`src/hpw_defines.vh`:
```
// Purpose: constants for the host parallel byte write port
// Assumes: one 40 MHz clock
// Notes: included by the port design file only; the synchroniser file does not include it
`ifndef HPW_DEFINES_VH
`define HPW_DEFINES_VH
`define HPW_SEL_W      3
`define HPW_DATA_W     8
`define HPW_SYNC_STAGES 2
`define HPW_ST_IDLE    2'h0
`define HPW_ST_CAPTURE 2'h1
`define HPW_ST_ACK     2'h2
`define HPW_DATA_RST   8'h00
`define HPW_ADDR_RST   3'h0
`endif

```
`src/hpw_port.v`:
```
// Purpose: board-side receiver for host-to-board byte writes over the parallel link
// Assumes: select, request and data arrive with no relation to mclk_i
// Notes: captured byte is offered to local logic with a one-cycle strobe
//        data bus is not synchronised; it is sampled on the edge that sees
//        request high, which is safe only while the host holds the byte
//        a select change during acknowledge is ignored until idle
//        the switch is re-read every clock, so a new strap takes effect at idle
// How it works
// The board answers only when the host select lines equal its switch address.
// Every link control line is active high.
// The handshake advances only on seen level changes, never on timing.
// The host drives and holds the target address on the select lines for the whole cycle.
// The host latches its byte before raising request, with its buffer off.
// While request is high the host drives the byte onto the data bus.
// On request the selected board captures the byte, then raises acknowledge until request drops.
// The host drops request on acknowledge, releasing the data bus.
// When request drops the board drops acknowledge, ending the cycle.
// Select and request pass two flip-flops before the board acts on them.
`timescale 1ns/1ps
`default_nettype none
`include "hpw_defines.vh"
module hpw_port (
    input  wire                   mclk_i,
    input  wire                   rst_i,
    input  wire [`HPW_SEL_W-1:0]  board_address_switch_i,
    input  wire [`HPW_SEL_W-1:0]  board_select_lines_i,
    input  wire                   host_request_i,
    input  wire [`HPW_DATA_W-1:0] host_data_i,
    output reg                    board_write_acknowledge_o,
    output reg  [`HPW_DATA_W-1:0] rx_data_o,
    output reg                    rx_valid_o,
    output wire                   busy_o
);
    // state codes, binary
    localparam ST_IDLE    = `HPW_ST_IDLE;
    localparam ST_CAPTURE = `HPW_ST_CAPTURE;
    localparam ST_ACK     = `HPW_ST_ACK;

    // one synchroniser lane per select line plus one for request
    localparam SYNC_W     = `HPW_SEL_W + 1;

    // synchronised link levels
    wire [SYNC_W-1:0]      sync_in;
    wire [`HPW_SEL_W-1:0]  sel_s;
    wire                   req_s;

    // board address compare
    reg  [`HPW_SEL_W-1:0]  my_addr;
    wire [`HPW_SEL_W-1:0]  bit_match;
    wire                   selected;

    // handshake state
    reg  [1:0]             state;
    reg  [1:0]             next_state;
    wire                   in_idle;
    wire                   req_seen;
    wire                   req_gone;
    wire                   take_byte;

    // next values of the registered outputs
    reg                    next_ack;
    reg  [`HPW_DATA_W-1:0] next_rx_data;
    reg                    next_rx_valid;

    // select and request share one synchroniser so they age together
    hpw_sync #(
        .WIDTH (SYNC_W)
    ) u_sync (
        .mclk_i  (mclk_i),
        .rst_i   (rst_i),
        .async_i ({host_request_i, board_select_lines_i}),
        .sync_o  (sync_in)
    );

    assign sel_s = sync_in[`HPW_SEL_W-1:0];
    assign req_s = sync_in[`HPW_SEL_W];

    // switch sampled by clock so a strap change never races reset
    always @(posedge mclk_i) begin
        if (rst_i) begin
            my_addr <= `HPW_ADDR_RST;
        end else begin
            my_addr <= board_address_switch_i;
        end
    end

    // one comparator per select line
    genvar b;
    generate
        for (b = 0; b < `HPW_SEL_W; b = b + 1) begin : addr_cmp
            assign bit_match[b] = (sel_s[b] == my_addr[b]);
        end
    endgenerate

    assign selected = &bit_match;

    // level decodes that drive the state machine
    assign in_idle   = (state == ST_IDLE);
    assign req_seen  = req_s && selected;
    assign req_gone  = !req_s;
    assign busy_o    = !in_idle;

    // the idle to capture step is the one edge that takes the byte
    assign take_byte = in_idle && req_seen;

    always @* begin
        next_state = state;
        case (state)
            ST_IDLE: begin
                // request is seen two cycles after the host drove the bus
                if (req_seen) begin
                    next_state = ST_CAPTURE;
                end
            end
            ST_CAPTURE: begin
                next_state = ST_ACK;
            end
            ST_ACK: begin
                // select changes here are ignored until request drops
                if (req_gone) begin
                    next_state = ST_IDLE;
                end
            end
            default: begin
                next_state = ST_IDLE;
            end
        endcase
    end

    // registered outputs follow the step the machine is taking
    always @* begin
        next_ack      = 1'b0;
        next_rx_data  = rx_data_o;
        next_rx_valid = 1'b0;
        case (state)
            ST_IDLE: begin
                if (take_byte) begin
                    // only safe because the host holds the byte while request is high
                    next_rx_data  = host_data_i;
                    next_rx_valid = 1'b1;
                end
            end
            ST_CAPTURE: begin
                // ack only after the byte is held
                next_ack = 1'b1;
            end
            ST_ACK: begin
                // ack stands until the seen request drops, never on a count
                next_ack = !req_gone;
            end
            default: begin
                next_ack = 1'b0;
            end
        endcase
    end

    // handshake state register
    always @(posedge mclk_i) begin
        if (rst_i) begin
            state <= ST_IDLE;
        end else begin
            state <= next_state;
        end
    end

    // acknowledge is a flop so the host never sees a glitch
    always @(posedge mclk_i) begin
        if (rst_i) begin
            board_write_acknowledge_o <= 1'b0;
        end else begin
            board_write_acknowledge_o <= next_ack;
        end
    end

    // captured byte holds until the next write
    always @(posedge mclk_i) begin
        if (rst_i) begin
            rx_data_o <= `HPW_DATA_RST;
        end else begin
            rx_data_o <= next_rx_data;
        end
    end

    // one-cycle strobe for local logic
    always @(posedge mclk_i) begin
        if (rst_i) begin
            rx_valid_o <= 1'b0;
        end else begin
            rx_valid_o <= next_rx_valid;
        end
    end
endmodule // hpw_port
`default_nettype wire

```
`src/hpw_sync.v`:
```
// Purpose: two-stage synchroniser for a vector of asynchronous levels
// Assumes: inputs are plain levels from the host link
// Notes: stage one is read only by stage two
`timescale 1ns/1ps
`default_nettype none
module hpw_sync #(
    parameter WIDTH = 1
) (
    input  wire             mclk_i,
    input  wire             rst_i,
    input  wire [WIDTH-1:0] async_i,
    output wire [WIDTH-1:0] sync_o
);
    reg [WIDTH-1:0] stage_a;
    reg [WIDTH-1:0] stage_b;
    genvar g;
    generate
        for (g = 0; g < WIDTH; g = g + 1) begin : bit_sync
            always @(posedge mclk_i) begin
                if (rst_i) begin
                    stage_a[g] <= 1'b0;
                    stage_b[g] <= 1'b0;
                end else begin
                    stage_a[g] <= async_i[g];
                    stage_b[g] <= stage_a[g];
                end
            end
        end
    endgenerate
    assign sync_o = stage_b;
endmodule // hpw_sync
`default_nettype wire

```
`config.mk`:
```
export PLATFORM = sky130hd
export DESIGN_NAME = hpw_port
export DESIGN_NICKNAME = d
export VERILOG_FILES = /design/src/hpw_port.v /design/src/hpw_sync.v
export VERILOG_INCLUDE_DIRS = /design/src /design/src/src
export SDC_FILE = /design/constraint.sdc
export NUM_CORES = 1
export LEC_CHECK = 0
export ABC_AREA = 1
export BUFFER_PORTS_ARGS = -buffer_cell sky130_fd_sc_hd__buf_2
export CAP_MARGIN = 10
export CORE_MARGIN = 5
export CORE_UTILIZATION = 46
export CTS_BUF_LIST = sky130_fd_sc_hd__clkbuf_2 sky130_fd_sc_hd__clkbuf_4 sky130_fd_sc_hd__clkbuf_8
export DETAILED_ROUTE_END_ITERATION = 10
export GPL_TIMING_DRIVEN = 0
export PLACE_DENSITY_LB_ADDON = 0.1
export RECOVER_POWER = 100
export SETUP_SLACK_MARGIN = 0.1
export SLEW_MARGIN = 20
export SYNTH_ARGS = -nofsm -noshare
export SYNTH_HDL_FRONTEND = slang
export SYNTH_SLANG_ARGS = --single-unit
```
`constraint.sdc`:
```
create_clock -name mclk_i -period 1.12 [get_ports mclk_i]
set_input_delay 0.168 -clock mclk_i [delete_from_list [all_inputs] [get_ports mclk_i]]
set_output_delay 0.168 -clock mclk_i [all_outputs]
set_load 0.03 [all_outputs]
```
==> impl_metrics.csv <==
group,metric,value,unit
run_status,status,"complete, but fails checks",
run_status,violations,"setup timing",
clocking,numCtsBuffers,3,
global_route,grt_pass1_wl,3290,µm
finish,regArea,479,µm²
finish,num-fill-cells,122,
clocking,clk_path_buf_depth,2,
route,detail-route-antenna-nets,0,
critical_path,critPathArrivalTime,1070,ps
critical_path,slowest_delay,370,ps
sta,layout_min_cycle_time,1240,ps
route,firstDrtPassIters,4,
job,max-cap-violations,0,
clocking,root_buffer,"clkbuf_4",
route,drc_errors,0,
floorplanning,num_rows,15,
logic_synthesis,synth.net_count,134,
logic_synthesis,synthCells,113,
logic_synthesis,yosys_register_bits,23,
floorplanning,fp.dieW,53.8,µm
critical_path,critPathMostFrequentCell,"inv_2",
placement,pre_cts_ws,-69.1,ps
logic_synthesis,syn_area_per_cell,7.81,µm²
sta,fin_setup_tns,-1070,ps
critical_path,path_max_fanout,3,
finish,nets,181,
critical_path,cp_slowest_cell,"dfxtp_2",
global_route,grt_pass1_vias,790,
sta,skew,5.95,ps
finish,drive_gt1_share,62.3,%
sta,grt_setup_unrepaired,"yes",
clocking,insertion_delay,310,ps
clocking,clk_pin_slew,130,ps
placement,io_buffers,27,
floorplanning,initial_core_util,49.5,%
critical_path,crit_path_end_kind,"output port",
clocking,clock-sinks,23,
floorplanning,core_area,1780,µm²
power,ir_drop,0.990,mV
power,p_switching,0.483,mW
logic_synthesis,ys_types,15,
sta,final_hold_viol_count,0,
global_route,antenna_found_initial,0,
route,vias_per_cell,4.39,
sta,tightest_slew,627,ps
critical_path,crit_path_start_kind,"register",
global_route,grt_use_total,15.9,%
global_route,grt_max_degree,14,
power,power.share.switching,29.1,%
critical_path,worst-setup-path-type,"register to output port",
clocking,cts_tree,"yes",
logic_synthesis,syn_area,882,µm²
clocking,htreeDepth,1,
route,wire_per_inst,12.0,µm
power,p_leak,0.686,nW
power,pwr-share-comb,24.0,%
sta,setup_ws,-117,ps
power,p_seq_share,52.9,%
logic_synthesis,synth-warning-count,0,
logic_synthesis,ys_seq_area_share,52.2,%
finish,multiInputGateArea,473,µm²
route,drt_iter0_drc,2,
power,p_clk_share,23.2,%
critical_path,cp_num_buf_inv,3,
finish,antennaDiodeCount,0,
critical_path,critPathRequiredTime,950,ps
sta,finalMaxSlewViolations,0,
global_route,grt-ovfl-total,0,
critical_path,critical_path.top_delay_family,"flip-flops",
sta,setup_viol,12,
floorplanning,io_pins,28,
power,pwr_density_cell,1180,nW/µm²
placement,dp_hpwl,1160,µm
sta,fmax,808,MHz
route,drt_wl_total,2200,µm
sta,finalCritPeriodShare,110,%
power,p_int,1.18,mW
min_path,hold_class,"input pin to register",
sta,slew_headroom,58.2,%
critical_path,crit_path_cell_trace,"inv_2 > ha_4 > inv_2 > buf_6",
floorplanning,dieArea,2890,µm²
placement,place.gp.congestion,0.743,
floorplanning,fp.dieH,53.8,µm
finish,syn_to_final_growth,60.0,%
route,via_count,808,
==> registers in the layout, summed over array words and instances, names as in the netlist <==
register,cells
u_sync.sync_o,4
rx_valid_o,1
u_sync.stage_a,4
state,2
rx_data_o,8
board_write_acknowledge_o,1
my_addr,3
==> worst paths after layout <==
| path | cells after the start | from | endpoint | slack [ps] |
|---|---|---|---|---|
| worst max-delay path | 4 | state[1]$_SDFFE_PP0P_ | busy_o | -120 |
| worst min-delay path | 3 | board_address_switch_i[2] | my_addr[2]$_SDFF_PP0_ | 40 |
| worst max register to register | 7 | state[1]$_SDFFE_PP0P_ | rx_data_o[4]$_SDFFE_PP0P_ | -110 |
| worst min register to register | 2 | u_sync.stage_a[0]$_SDFF_PP0_ | u_sync.sync_o[0]$_SDFF_PP0_ | 400 |
==> power by group through the flow <==
stage / Clock, mW / Combinational, mW / Sequential (mW)
2_1_floorplan: 0 / 0.142 / 0.902
3_5_place_dp: 0 / 0.224 / 0.890
4_1_cts: 0.387 / 0.324 / 0.872
6_report: 0.385 / 0.398 / 0.879
3_3_place_gp: 0 / 0.217 / 0.888
5_1_grt: 0.430 / 0.433 / 0.884
==> worst reg2reg max path, stage by stage (launching register included) <==
cell and delay [ps]:
dfxtp_2 370, inv_2 60, ha_4 160, buf_6 110, nand3_4 150, buf_6 150, nand2_4 50, a21oi_2 120
==> what timing repair did <==
| action | 4_1_cts | 5_1_grt |
|---|---|---|
| pin swaps | 5 | 8 |
| gates resized for setup | 31 | 43 |
| hold buffers | 0 | 0 |
| setup endpoints to repair | 20 | 22 |
| cloned | 0 | 0 |
| setup buffers | 9 | 6 |
==> cell usage after synthesis, drive strengths merged <==
master	count	area (µm²)
ha	4	50.1
nor2	16	72.6
clkinv	1	8.76
inv	22	82.6
nand2	32	123
nand3	3	27.5
buf	1	3.75
a21oi	10	50.1
dfxtp	23	460
clkbuf	1	3.75
==> layout by cell type, fill, tap and decap left out <==
cell type,Yosys,final
dfxtp_1,23,8
dfxtp_2,0,15
nor2_2,2,1
ha_1,4,2
nand3_4,1,1
buf_6,0,7
nand2_4,0,8
nor2_4,1,3
nand3_1,2,1
nand3_2,0,1
nor2_1,13,12
inv_1,21,18
clkinv_2,0,1
ha_4,0,2
inv_2,1,4
buf_4,0,18
inv_8,0,1
buf_1,1,1
nand2_1,31,13
a21oi_2,0,6
a21oi_1,10,4
clkbuf_1,1,1
nand2_2,1,11
clkbuf_4,0,3
buf_2,0,17
==> final cells by class <==
| cell class | count | area share (%) |
|---|---|---|
| Clock inverter | 1 | 0.355 |
| Timing Repair Buffer | 42 | 21.2 |
| Multi-Input combinational cell | 65 | 33.5 |
| Tap cell | 25 | 2.22 |
| Inverter | 23 | 6.65 |
| Sequential cell | 23 | 34.0 |
| Buffer | 2 | 0.532 |
| Clock buffer | 3 | 1.60 |
==> metrics by stage <==
step	util (%)	total power, mW	hold slack [ps]	cells	instance area, µm²
after floorplan	-	1.04	241	113	888
after global placement	59.2	1.10	366	165	1050
after detailed placement	59.2	1.11	370	165	1050
after CTS	69.8	1.58	26.8	178	1240
after global routing	79.2	1.75	34.4	184	1410
final	79.2	1.66	41.2	184	1410
==> metal layers <==
layer / share of wire, % / global-route usage [%] / vias up
met3: 5.1 / 3.32 / 4
met2: 59 / 29.0 / 21
met5: 0 / 0 / -
met1: 35 / 17.6 / 361
met4: 1.1 / 6.38 / 0
li1: - / - / 422
==> cells by family after synthesis <==
| family | after synthesis | share of synthesized area, % |
|---|---|---|
| flip-flops | 23 | 52.2 |
| adder cells (fa/ha/maj) | 4 | 5.67 |
| buffers and inverters | 25 | 11.2 |
| AO/OA/AOI/OAI | 10 | 5.67 |
| AND/OR/NAND/NOR | 51 | 25.2 |
Power figures use the tool's default switching activity.
